File: src/logic/row_repair_pkg.sv
// Shared constants for the permanent row repair logic, plus the pin synchroniser.
// Assumes a single 10 MHz command clock and an active-low asynchronous reset.
package row_repair_pkg;
  // Command clock rate.
  localparam int unsigned CLK_KHZ = 10000;
  localparam int unsigned CLK_MHZ = 10;

  // Programming wait, exit time and post-exit setting time, each with its cycle count.
  localparam int unsigned PROG_TIME_MS = 2000;
  localparam int unsigned PROG_CYCLES = PROG_TIME_MS * CLK_KHZ;
  localparam int unsigned EXIT_TIME_NS = 15;
  localparam int unsigned EXIT_CYCLES_RAW = (EXIT_TIME_NS * CLK_MHZ + 999) / 1000;
  localparam int unsigned EXIT_CYCLES = (EXIT_CYCLES_RAW < 1) ? 1 : EXIT_CYCLES_RAW;
  localparam int unsigned SET_TIME_US = 50;
  localparam int unsigned SET_CYCLES = SET_TIME_US * CLK_MHZ;
  localparam int unsigned TIMER_W = 25;

  // Data window lengths in clocks.
  localparam logic [2:0] WIN_LEN = 3'h4;
  localparam logic [2:0] HIGH_RUN = 3'h2;

  // Decoded command codes on the command bus.
  localparam logic [2:0] CMD_MRS = 3'h1;
  localparam logic [2:0] CMD_ACT = 3'h2;
  localparam logic [2:0] CMD_WR = 3'h3;
  localparam logic [2:0] CMD_WRA = 3'h4;
  localparam logic [2:0] CMD_PRE = 3'h5;
  localparam logic [2:0] CMD_REF = 3'h6;

  // Mode register numbers taken from {bank group bit 0, bank address}.
  localparam logic [2:0] MR_ZERO = 3'h0;
  localparam logic [2:0] MR_FOUR = 3'h4;
  localparam int unsigned ENTRY_BIT = 13;
  localparam logic [3:0] GUARD_WRITES = 4'h4;

  // Register port offsets and fields.
  localparam logic [3:0] REG_CTRL = 4'h0;
  localparam logic [3:0] REG_STATUS = 4'h4;
  localparam logic [3:0] REG_SUPPORT = 4'h8;
  localparam logic [3:0] REG_LAST_ROW = 4'hC;
  localparam logic [4:0] WL_RESET = 5'h0A;
  localparam int unsigned SUP_PERM_BIT = 7;
  localparam int unsigned SUP_TEMP_BIT = 6;

  // Outcome of the data window.
  localparam logic [1:0] OUT_NONE = 2'h0;
  localparam logic [1:0] OUT_REPAIR = 2'h1;
  localparam logic [1:0] OUT_SKIP = 2'h2;
  localparam logic [1:0] OUT_UNKNOWN = 2'h3;

  typedef enum logic [10:0] {
    ST_NORMAL = 11'h001,
    ST_KEY = 11'h002,
    ST_ARMED = 11'h004,
    ST_ROW_OPEN = 11'h008,
    ST_WL_WAIT = 11'h010,
    ST_DATA = 11'h020,
    ST_PROGRAM = 11'h040,
    ST_WAIT_PRE = 11'h080,
    ST_EXIT_WAIT = 11'h100,
    ST_WAIT_EXIT = 11'h200,
    ST_SETTLE = 11'h400
  } repair_state_t;
endpackage : row_repair_pkg

////////////////////////////////////////////////////////////////////////////////

// Two-stage synchroniser for a bundle of pin inputs.
module pin_sync #(
  parameter int unsigned WIDTH = 8
) (
  // Clock and reset.
  input wire logic clk,
  input wire logic rst_b,
  // Bundle.
  input wire logic [WIDTH-1:0] pins,
  output logic [WIDTH-1:0] synced
);
  logic [WIDTH-1:0] stage_one;

  always_ff @(posedge clk or negedge rst_b) begin
    if (!rst_b) begin
      stage_one <= '0;
      synced <= '0;
    end else begin
      stage_one <= pins;
      synced <= stage_one;
    end
  end
endmodule : pin_sync

File: src/logic/row_repair.sv
// Permanent row repair sequencer inside the memory device, with its register port.
// Assumes the command bus is decoded into codes outside and arrives from pins.
module row_repair
  import row_repair_pkg::*;
#(
  parameter int unsigned PROG_CYCLES_P = PROG_CYCLES,
  parameter int unsigned ROWS = 8,
  parameter bit PERM_SUPPORT = 1'b1,
  parameter bit TEMP_SUPPORT = 1'b0
) (
  // Clock and reset.
  input wire logic clk,
  input wire logic rst_b,
  // Decoded command bus and data lines, from pins.
  input wire logic cmd_valid,
  input wire logic [2:0] cmd_code,
  input wire logic [1:0] cmd_bg,
  input wire logic [1:0] cmd_ba,
  input wire logic [17:0] cmd_addr,
  input wire logic [15:0] dq,
  // Register port.
  input wire logic [3:0] reg_addr,
  input wire logic [31:0] reg_wdata,
  input wire logic reg_write,
  input wire logic reg_read,
  output logic [31:0] reg_rdata,
  // Array side.
  output logic repair_mode,
  output logic accept_cmd,
  output logic fuse_fire,
  output logic [17:0] fuse_row,
  output logic [2:0] fuse_bank,
  output logic refresh_go,
  output logic [7:0] refresh_keep,
  output logic remap_hit,
  output logic [7:0] support_page
);
  localparam int unsigned BUS_W = 42;
  localparam int unsigned IDX_W = $clog2(ROWS);
  localparam logic [TIMER_W-1:0] PROG_LOAD = TIMER_W'(PROG_CYCLES_P - 1);
  localparam logic [TIMER_W-1:0] EXIT_LOAD = TIMER_W'(EXIT_CYCLES - 1);
  localparam logic [TIMER_W-1:0] SET_LOAD = TIMER_W'(SET_CYCLES - 1);

  logic s_valid;
  logic [2:0] s_code;
  logic [1:0] s_bg;
  logic [1:0] s_ba;
  logic [17:0] s_addr;
  logic [15:0] s_dq;

  pin_sync #(.WIDTH(BUS_W)) u_sync (
    .clk(clk),
    .rst_b(rst_b),
    .pins({cmd_valid, cmd_code, cmd_bg, cmd_ba, cmd_addr, dq}),
    .synced({s_valid, s_code, s_bg, s_ba, s_addr, s_dq})
  );

  ////////////////////////////////////////////////////////////////////////////////

  function automatic logic is_cmd(input logic v, input logic [2:0] c, input logic [2:0] want);
    is_cmd = v && (c == want);
  endfunction : is_cmd

  function automatic logic [2:0] bank_of(input logic [1:0] bg, input logic [1:0] ba);
    bank_of = {bg[0], ba};
  endfunction : bank_of

  repair_state_t state;
  repair_state_t next_state;
  logic [TIMER_W-1:0] timer;
  logic [3:0] key_count;
  logic [4:0] wl_count;
  logic [4:0] write_latency;
  logic [2:0] win_count;
  logic [2:0] high_run;
  logic all_low;
  logic saw_skip;
  logic [1:0] outcome;
  logic auto_pre;
  logic disturbed;
  logic [17:0] target_row;
  logic [2:0] target_bank;
  logic [7:0] repair_count;
  logic [IDX_W-1:0] fill;
  logic [ROWS-1:0] row_used;
  logic [17:0] row_table [ROWS];
  logic [2:0] bank_table [ROWS];

  logic mrs_four;
  logic entry_set;
  logic entry_clear;
  logic mrs_zero;
  logic is_ref;
  logic dq_low;
  logic dq_high;

  always_comb begin
    mrs_four = is_cmd(s_valid, s_code, CMD_MRS) && (bank_of(s_bg, s_ba) == MR_FOUR);
    entry_set = mrs_four && s_addr[ENTRY_BIT];
    entry_clear = mrs_four && !s_addr[ENTRY_BIT];
    mrs_zero = is_cmd(s_valid, s_code, CMD_MRS) && (bank_of(s_bg, s_ba) == MR_ZERO);
    is_ref = is_cmd(s_valid, s_code, CMD_REF);
    dq_low = (s_dq == '0);
    dq_high = (s_dq == '1);
  end

  ////////////////////////////////////////////////////////////////////////////////

  always_comb begin
    next_state = state;
    case (state)
      ST_NORMAL: begin
        if (entry_set) begin
          next_state = ST_KEY;
        end
      end
      ST_KEY: begin
        if (mrs_zero && (key_count == GUARD_WRITES - 4'h1)) begin
          next_state = ST_ARMED;
        end
      end
      ST_ARMED: begin
        if (is_cmd(s_valid, s_code, CMD_ACT)) begin
          next_state = ST_ROW_OPEN;
        end
      end
      ST_ROW_OPEN: begin
        // The first window sample lands write latency after the write; zero acts as one.
        if (is_cmd(s_valid, s_code, CMD_WR) || is_cmd(s_valid, s_code, CMD_WRA)) begin
          next_state = (write_latency <= 5'h1) ? ST_DATA : ST_WL_WAIT;
        end
      end
      ST_WL_WAIT: begin
        if (wl_count == 5'h2) begin
          next_state = ST_DATA;
        end
      end
      ST_DATA: begin
        if (win_count == WIN_LEN - 3'h1) begin
          next_state = ST_PROGRAM;
        end
      end
      ST_PROGRAM: begin
        if (timer == '0) begin
          next_state = ST_WAIT_PRE;
        end
      end
      ST_WAIT_PRE: begin
        if (is_cmd(s_valid, s_code, CMD_PRE)) begin
          next_state = ST_EXIT_WAIT;
        end
      end
      ST_EXIT_WAIT: begin
        if (timer == '0) begin
          next_state = ST_WAIT_EXIT;
        end
      end
      ST_WAIT_EXIT: begin
        next_state = ST_WAIT_EXIT;
      end
      ST_SETTLE: begin
        if (timer == '0) begin
          next_state = ST_NORMAL;
        end
      end
      default: begin
        next_state = ST_NORMAL;
      end
    endcase
    // Clearing the entry bit leaves repair mode from any step; programming is not cut short.
    if (entry_clear && (state != ST_NORMAL) && (state != ST_SETTLE) && (state != ST_PROGRAM)) begin
      next_state = ST_SETTLE;
    end
  end

  always_ff @(posedge clk or negedge rst_b) begin
    if (!rst_b) begin
      state <= ST_NORMAL;
    end else begin
      state <= next_state;
    end
  end

  // One timer serves programming, exit and settling, loaded on the entering edge.
  always_ff @(posedge clk or negedge rst_b) begin
    if (!rst_b) begin
      timer <= '0;
    end else if (next_state != state) begin
      case (next_state)
        ST_PROGRAM: timer <= PROG_LOAD;
        ST_EXIT_WAIT: timer <= EXIT_LOAD;
        ST_SETTLE: timer <= SET_LOAD;
        default: timer <= '0;
      endcase
    end else if (timer != '0) begin
      timer <= timer - TIMER_W'(1);
    end
  end

  // Guard key counter; the key writes only count, their contents are not checked.
  always_ff @(posedge clk or negedge rst_b) begin
    if (!rst_b) begin
      key_count <= '0;
    end else if (state != ST_KEY) begin
      key_count <= '0;
    end else if (mrs_zero) begin
      key_count <= key_count + 4'h1;
    end
  end

  // Row capture; the write's column and bank fields are deliberately dropped.
  always_ff @(posedge clk or negedge rst_b) begin
    if (!rst_b) begin
      target_row <= '0;
      target_bank <= '0;
      auto_pre <= 1'b0;
      wl_count <= '0;
    end else begin
      if ((state == ST_ARMED) && is_cmd(s_valid, s_code, CMD_ACT)) begin
        target_row <= s_addr;
        target_bank <= bank_of(s_bg, s_ba);
      end
      if ((state == ST_ROW_OPEN) && (next_state != state)) begin
        auto_pre <= (s_code == CMD_WRA);
        wl_count <= write_latency;
      end else if ((state == ST_WL_WAIT) && (wl_count != '0)) begin
        wl_count <= wl_count - 5'h1;
      end
    end
  end

  // Data window judge: four lows repair, a run of two highs skips, else unknown.
  always_ff @(posedge clk or negedge rst_b) begin
    if (!rst_b) begin
      win_count <= '0;
      high_run <= '0;
      all_low <= 1'b1;
      saw_skip <= 1'b0;
      outcome <= OUT_NONE;
    end else if (state == ST_DATA) begin
      win_count <= win_count + 3'h1;
      all_low <= all_low && dq_low;
      high_run <= dq_high ? high_run + 3'h1 : 3'h0;
      if (dq_high && (high_run + 3'h1 >= HIGH_RUN)) begin
        saw_skip <= 1'b1;
      end
      if (win_count == WIN_LEN - 3'h1) begin
        if (all_low && dq_low) begin
          outcome <= OUT_REPAIR;
        end else if (saw_skip || (dq_high && (high_run + 3'h1 >= HIGH_RUN))) begin
          outcome <= OUT_SKIP;
        end else begin
          outcome <= OUT_UNKNOWN;
        end
      end
    end else begin
      win_count <= '0;
      high_run <= '0;
      all_low <= 1'b1;
      saw_skip <= 1'b0;
      if (entry_set && (state == ST_NORMAL)) begin
        outcome <= OUT_NONE;
      end
    end
  end

  // A non-refresh command while programming is recorded; the repair may be incomplete.
  always_ff @(posedge clk or negedge rst_b) begin
    if (!rst_b) begin
      disturbed <= 1'b0;
    end else if (entry_set && (state == ST_NORMAL)) begin
      disturbed <= 1'b0;
    end else if ((state == ST_PROGRAM) && s_valid && !is_ref) begin
      disturbed <= 1'b1;
    end
  end

  ////////////////////////////////////////////////////////////////////////////////

  // Fuse programming at the end of the programming wait; unknown outcomes never burn.
  logic burn;
  assign burn = (state == ST_PROGRAM) && (timer == '0) && (outcome == OUT_REPAIR);

  always_ff @(posedge clk or negedge rst_b) begin
    if (!rst_b) begin
      fuse_fire <= 1'b0;
      fuse_row <= '0;
      fuse_bank <= '0;
      fill <= '0;
      repair_count <= '0;
      row_used <= '0;
    end else begin
      fuse_fire <= burn;
      if (burn) begin
        fuse_row <= target_row;
        fuse_bank <= target_bank;
        row_used[fill] <= 1'b1;
        fill <= (fill == IDX_W'(ROWS - 1)) ? '0 : fill + IDX_W'(1);
        repair_count <= repair_count + 8'h01;
      end
    end
  end

  always_ff @(posedge clk) begin
    if (burn) begin
      row_table[fill] <= target_row;
      bank_table[fill] <= target_bank;
    end
  end

  // Normal activates that land on a repaired row are steered to the spare.
  always_ff @(posedge clk or negedge rst_b) begin
    if (!rst_b) begin
      remap_hit <= 1'b0;
    end else begin
      remap_hit <= 1'b0;
      for (int i = 0; i < ROWS; i++) begin
        if (row_used[i] && (state == ST_NORMAL) && is_cmd(s_valid, s_code, CMD_ACT)
            && (row_table[i] == s_addr) && (bank_table[i] == bank_of(s_bg, s_ba))) begin
          remap_hit <= 1'b1;
        end
      end
    end
  end

  // Refresh in repair mode spares only the pair of banks holding the target row.
  always_ff @(posedge clk or negedge rst_b) begin
    if (!rst_b) begin
      refresh_go <= 1'b0;
      refresh_keep <= '0;
    end else begin
      refresh_go <= is_ref;
      refresh_keep <= 8'hFF;
      if (is_ref && (state != ST_NORMAL) && (state != ST_SETTLE || repair_mode)) begin
        refresh_keep[{target_bank[2:1], 1'b0}] <= 1'b0;
        refresh_keep[{target_bank[2:1], 1'b1}] <= 1'b0;
      end
    end
  end

  always_comb begin
    repair_mode = (state != ST_NORMAL) && (state != ST_SETTLE);
    accept_cmd = (state != ST_SETTLE);
    support_page = 8'h00;
    support_page[SUP_PERM_BIT] = PERM_SUPPORT;
    support_page[SUP_TEMP_BIT] = TEMP_SUPPORT;
  end

  ////////////////////////////////////////////////////////////////////////////////

  always_ff @(posedge clk or negedge rst_b) begin
    if (!rst_b) begin
      write_latency <= WL_RESET;
    end else if (reg_write && (reg_addr == REG_CTRL)) begin
      write_latency <= reg_wdata[4:0];
    end
  end

  always_ff @(posedge clk or negedge rst_b) begin
    if (!rst_b) begin
      reg_rdata <= '0;
    end else begin
      reg_rdata <= '0;
      if (reg_read) begin
        case (reg_addr)
          REG_CTRL: reg_rdata <= {27'h0, write_latency};
          REG_STATUS: reg_rdata <= {8'h0, repair_count, auto_pre, disturbed,
                                    outcome, state, 1'b0};
          REG_SUPPORT: reg_rdata <= {24'h0, support_page};
          REG_LAST_ROW: reg_rdata <= {11'h0, fuse_bank, fuse_row};
          default: reg_rdata <= '0;
        endcase
      end
    end
  end
endmodule : row_repair

File: config.mk
export PLATFORM = sky130hd
export DESIGN_NAME = row_repair
export DESIGN_NICKNAME = d
export VERILOG_FILES = /design/src/logic/row_repair_pkg.sv /design/src/logic/row_repair.sv
export SDC_FILE = /design/constraint.sdc
export NUM_CORES = 1
export LEC_CHECK = 0
export BUFFER_PORTS_ARGS = -buffer_cell sky130_fd_sc_hd__buf_2
export CAP_MARGIN = 25
export CORE_AREA = 3 3 185 187
export CTS_CLUSTER_DIAMETER = 60
export DETAILED_ROUTE_END_ITERATION = 16
export DIE_AREA = 0 0 188 190
export PLACE_DENSITY = 0.83
export REMOVE_ABC_BUFFERS = 1
export SYNTH_ARGS = -nofsm -noshare
export SYNTH_HDL_FRONTEND = slang
export SYNTH_SLANG_ARGS = --single-unit
export TNS_END_PERCENT = 5
File: constraint.sdc
create_clock -name clk -period 5 [get_ports clk]
set_input_delay 1 -clock clk [delete_from_list [all_inputs] [get_ports clk]]
set_output_delay 1 -clock clk [all_outputs]
set_load 0.1 [all_outputs]
# Word-level counts from Yosys, hierarchy flattened
# Memory sizes are Yosys's and may differ from the RTL's.
# Index checks and enable logic that the tools add are counted.
[totals]
elab_cells = 232
memories = 2
mem_bits_rw = 168
ff_bits = 250
out_inout_bits = 74
[op_classes]
n_mux = 53
add_sub_neg = 7
magnitude_cmp = 8
eq_ne = 52
bitwise = 4
n_reduce_logical = 80
[mem_list]
columns = ["memory", "depth", "width", "read_ports", "rd_ports_with_merged_regs", "wr", "line_no", "text"]
rows = [
  ["row_table", 8, 18, 8, 0, 1, "row_repair.sv:86", "logic [17:0] row_table [ROWS];"],
  ["bank_table", 8, 3, 8, 0, 1, "row_repair.sv:87", "logic [2:0] bank_table [ROWS];"],
]
[ops]
columns = ["op", "count"]
rows = [
  ["$eq A18 B18 Y1", 8],
  ["$mux W11", 11],
  ["$pmux W11 S11", 1],
  ["$pmux W24 S4", 1],
  ["$logic_and A1 B1 Y1", 63],
  ["$mux W25", 2],
  ["$pmux W25 S2", 1],
  ["$mux W32", 1],
  ["$logic_not A25 Y1", 1],
  ["$reduce_bool A25 Y1", 1],
  ["$sub A25 B1 Y25 const B", 1],
  ["$eq A3 B3 Y1", 8],
  ["$eq A11 B11 Y1 const B", 2],
  ["$eq A11 B7 Y1 const B", 2],
  ["$mux W1", 19],
  ["$eq A16 B16 Y1 const B", 1],
  ["$logic_not A16 Y1", 1],
  ["$eq A3 B3 Y1 const B", 5],
  ["$lt A3 B4 Y1 const B", 3],
  ["$mux W3", 4],
  ["$eq A11 B1 Y1 const B", 1],
  ["$eq A11 B10 Y1 const B", 1],
  ["$eq A11 B2 Y1 const B", 1],
  ["$eq A11 B3 Y1 const B", 1],
  ["other kinds (43)", 64],
]

# Depth between registers and ports, before layout
[logic_depth]
word_depth = 13
depth_mapped = 13
mapped_depth_nobuf = 11

# Hierarchy
# Synthesis repeated with hierarchy kept, for this count alone.
[unflattened]
hier_cells = 1287
hier_area_um2 = 16565.9
[modules_own_cells]
columns = ["module", "n_inst", "cells_per_inst", "area_each_um2", "seq_area_each_um2"]
rows = [
  ["row_repair", 1, 1203, 14463.9, 8903.5],
  ["pin_sync", 1, 84, 2102.0, 2102.0],
]

# Worst setup path after synthesis
# OpenSTA, ideal clock, no wires.
[synth_path]
path_kind = "register to register"
startpoint = "reg timer[15]"
endpoint = "mem bank_table[0][0], enable pin"
slack_ns = 0.325
synth_period_minus_slack_ns = 4.675
n_path_buf = 1
arrival_ns = 4.221
required_time_ns = 4.546
stages_incl_launch_ff = 7
setup_time_ns = 0.454
cell_sequence = "dfrtp_1 or4_1 nor4_2 nand3_1 or3b_1 clkbuf_1 nor4_1"
[synth_via]
elab_chain_len = 5
[synth_lines]
columns = ["item", "line_no", "text"]
rows = [
  ["start: declaration", "row_repair.sv:70", "logic [TIMER_W-1:0] timer;"],
  ["start signal: assignment", "row_repair.sv:196", "timer <= timer - TIMER_W'(1);"],
  ["$logic_not A25 Y1", "row_repair.sv:282", "assign burn = (state == ST_PROGRAM) && (timer == '0) && (outcome == OUT_REPAIR);"],
  ["$logic_and A1 B1 Y1 (2 in a row)", "row_repair.sv:282", ""],
  ["$mux W1", "row_repair.sv:305", "if (burn) begin"],
  ["$mux W1 (implied by the code)", "row_repair.sv:307", "bank_table[fill] <= target_bank;"],
  ["end: declaration", "row_repair.sv:87", ""],
]
# No other way between the ends.

# Worst setup path after layout
[layout_path]
startpoint = "reg state[4]"
endpoint = "reg auto_pre"
[layout_via]
elab_chain_len = 7
[layout_lines]
columns = ["item", "line_no", "text"]
rows = [
  ["start: declaration", "row_repair.sv:68", "repair_state_t state;"],
  ["start signal: assignment", "row_repair.sv:180", "state <= next_state;"],
  ["branches (longest 6 deep; another with $eq A11 B11 Y1)", "--", ""],
  ["$logic_and A1 B1 Y1 (*)", "row_repair.sv:223", "if ((state == ST_ROW_OPEN) && (next_state != state)) begin"],
  ["end signal: assignment", "row_repair.sv:224", "auto_pre <= (s_code == CMD_WRA);"],
  ["end: declaration", "row_repair.sv:79", "logic auto_pre;"],
]
# Mark *: on every way between the ends.
# A chain may end at the register's enable or synchronous reset.

==> impl_metrics.toml <==
[clock_tree]
cts_sinks = 404
clk_path_buf_depth = 3
clk_latency_ps = 540
cts_made_buffers = 42
htreeDepth = 2
cts-root-buf = "clkbuf_16"
clk_pin_slew_ps = 60
cts_tree = "yes"
postCtsSetupBuffers = 0
cts_resized = 0
cts_hold_buf = 0

[logic_synthesis]
synth_edf_count = 168
yosys.area.top_type_share = 0.3504
synth.ff_latch_count = 404
yosys_warnings = 0
synthArstFlopShare = 0.5842
yosysUniqueCellTypes = 79
synth_top_cell_by_area = "dfrtp_1"
avgSynthCellArea_um2 = 13.38
synth_area_um2 = 16570
synth_ff_type = "dfrtp_1"
netlist_top_cells_area = "dfrtp_1, edfxtp_1, xnor2_1"
netlist_instances = 1238
yosysSeqAreaShare = 0.6612

[setup_path]
slowest_stage = "nor4_2"
cp_data_arrival_time_ps = 4500
critPathTopFamily = "simple AND/OR/NAND/NOR gates"
required_ps = 5410
cp-start-kind = "register"
crit_chain = "nor4_2 -> nand4_1 -> and3_1 -> a21o_1 -> or3_1 -> a211oi_1 -> nand3_4 -> nand2_4 -> mux2_4"
critPathMaxFanout = 17
worstSetupPathType = "reg -> reg"
path_buf_inv = 0
cp-end-kind = "register"
max_stage_delay_ps = 880

[layout]
drive_gt1_frac = 0.1981
instances_no_fill = 1830
diodes = 0
final_cell_area_um2 = 19040
syn2layout_area_growth_pct = 14.90
layout.nets = 1451

[timing]
fmax_ghz = 0.2446
rsz0062_at_grt = "no"
maxSlewViolCount = 0
post-route-period-util = 0.8177
period_minus_slack_ps = 4088
relSlewSlack = 0.3574
skew_ps = 26.07
worst_pin_slew_ps = 963.9
final_hold_viol_count = 0
setup_violations = 0

[pwr]
cellLeakagePower_nw = 7.568
p_per_area_nw_per_um2 = 402.6
ir_drop_uv = 295.4

[grt]
grt_max_degree = 120
grt_usage = 0.2220
overflow = 0
grt_pass1_wl_mm = 61.22
antenna_found_initial = 0
first_global_vias = 10553

[route]
drc = 0
wl_mm = 39.53
detail_route.wl_per_cell_um = 21.60
dr_total_vias = 10374
ant_nets = 0
drt_iter0_markers = 864
firstDrtPassIters = 5
viasPerCell = 5.669

[die]
io_pins = 156
die-area_um2 = 35720
die_y_um = 190
die_x_um = 188
core-area_um2 = 32620
start_util = 0.5079
rows = 66

[place]
postPlaceCellArea_um2 = 17610
place_inst = 1755
port_buffers = 111
place.detailed.hpwl_mm = 25.93
gp_congestion = 0.8869

[worst_hold_path]
hp-class = "reg -> reg"

[run]
cap_violations = 0

[status]
status = "completed"
[per-stage QoR]
| stage | power [mW] | TNS (ps) | utilization | hold slack, ps | setup slack [ps] |
|---|---|---|---|---|---|
| finish | 7.665 | 0 | 0.5836 | 334.8 | 911.6 |
| global route | 7.939 | 0 | 0.5836 | 348.0 | 706.8 |
| CTS | 7.699 | 0 | 0.5836 | 340.1 | 967.8 |
| detailed placement | 4.554 | 0 | 0.5398 | 334.7 | 980.5 |
| global placement | 4.518 | 0 | 0.5398 | 335.0 | 1016 |
| floorplan | 4.291 | -360.6 | - | 331.2 | -17.17 |
[final timing paths]
path,start,endpoint,slack [ps],cells past startpoint
setup / recovery,state[4],auto_pre,910,9
hold / removal,u_sync.stage_one[16],u_sync.synced[16],330,0
setup reg to reg,state[4],auto_pre,910,9
hold reg to reg,u_sync.stage_one[16],u_sync.synced[16],330,0
max in group asynchronous,rst_b,fuse_row[14],3400,2
min in group asynchronous,rst_b,u_sync.stage_one[24],510,1
[layout make-up]
cell class	instances	area [µm²]
fillers	2492	13580
multi-input cells	758	5276
well taps	442	553.0
repair buffers	133	755.7
inverters	18	67.56
clock buffers	57	1231
flip-flops and latches	404	10960
clock inverters	18	197.7
[power by group]
| group | switching (mW) | total [mW] | leakage, nW | internal [mW] |
|---|---|---|---|---|
| combinational | 0.475 | 0.783 | 2.66 | 0.307 |
| clock | 1.27 | 3.16 | 0.706 | 1.89 |
| sequential | 0.155 | 3.72 | 4.21 | 3.56 |
| total | 1.90 | 7.66 | 7.57 | 5.77 |
[cell usage in the layout (no fill, tap or decap), types with 10 or more instances in the layout]
| master | n |
|---|---|
| dfrtp_1 | 232 |
| edfxtp_1 | 168 |
| xnor2_1 | 163 |
| buf_2 | 110 |
| nand2_1 | 97 |
| nor2_1 | 79 |
| nand4_1 | 56 |
| xor2_1 | 47 |
| clkbuf_16 | 45 |
| nor4_1 | 30 |
| mux2_2 | 26 |
| buf_4 | 20 |
| inv_1 | 17 |
| a22oi_1 | 17 |
| nor3_1 | 16 |
| conb_1 | 16 |
| a21oi_1 | 14 |
| nand3_1 | 12 |
| or2_2 | 12 |
| ha_1 | 12 |
| or4_1 | 10 |
[metal layers]
| layer | track usage | part of all wire |
|---|---|---|
| met1 | 0.2893 | 0.39 |
| met2 | 0.3812 | 0.50 |
| met5 | 0 | 0 |
| met4 | 0.07446 | 0.034 |
| met3 | 0.03796 | 0.072 |
[cells in the mapped netlist, types with 4 or more instances]
cell type / count
and2_1: 5
xnor2_1: 163
nand4_1: 56
nor4_2: 4
nor2_1: 82
a222oi_1: 4
a21o_1: 4
a22oi_1: 17
nor2b_1: 8
nor3_1: 20
o21ai_0: 7
nand3b_1: 5
or4_1: 10
nor4_1: 32
mux2_2: 26
mux2_4: 6
nor3b_1: 5
o21a_1: 4
nand2_1: 97
dfrtp_1: 232
dfstp_2: 4
nor4b_1: 4
ha_1: 12
inv_1: 17
a21oi_1: 14
a31oi_1: 9
clkbuf_1: 41
nand3_1: 12
nand2b_1: 8
o21ai_1: 9
and3_1: 8
buf_4: 20
xor2_1: 47
or2_2: 12
edfxtp_1: 168
buf_2: 6
[kinds of logic after synthesis]
group                    after synthesis  synth area share
adder cells (fa/ha/maj)               12          0.009062
AO/OA/AOI/OAI                         96           0.04214
flip-flops                           404            0.6612
multiplexers                          35           0.02515
buffers and inverters                 90           0.02590
AND/OR/NAND/NOR                      389            0.1251
other                                  2         0.0004533
XOR/XNOR                             210            0.1110
[state kept, by name, summed over array words and instances, names as in the netlist, 3 cells and up]
name and flops:
fill 3, row_used 8, fuse_row 18, write_latency 5, reg_rdata 24, state 11, high_run 3, target_row 18
u_sync.synced 41, wl_count 5, timer 25, refresh_keep 4, target_bank 3, key_count 4, win_count 3, bank_table 24
repair_count 8, u_sync.stage_one 41, row_table 144, fuse_bank 3
[worst register-to-register path, cell delays in order (launching register included)]
cell and delay (ps):
dfrtp_1 560, nor4_2 880, nand4_1 290, and3_1 310, a21o_1 350, or3_1 410, a211oi_1 340, nand3_4 280
nand2_4 240, mux2_4 320
Power figures use the tool's default switching activity.
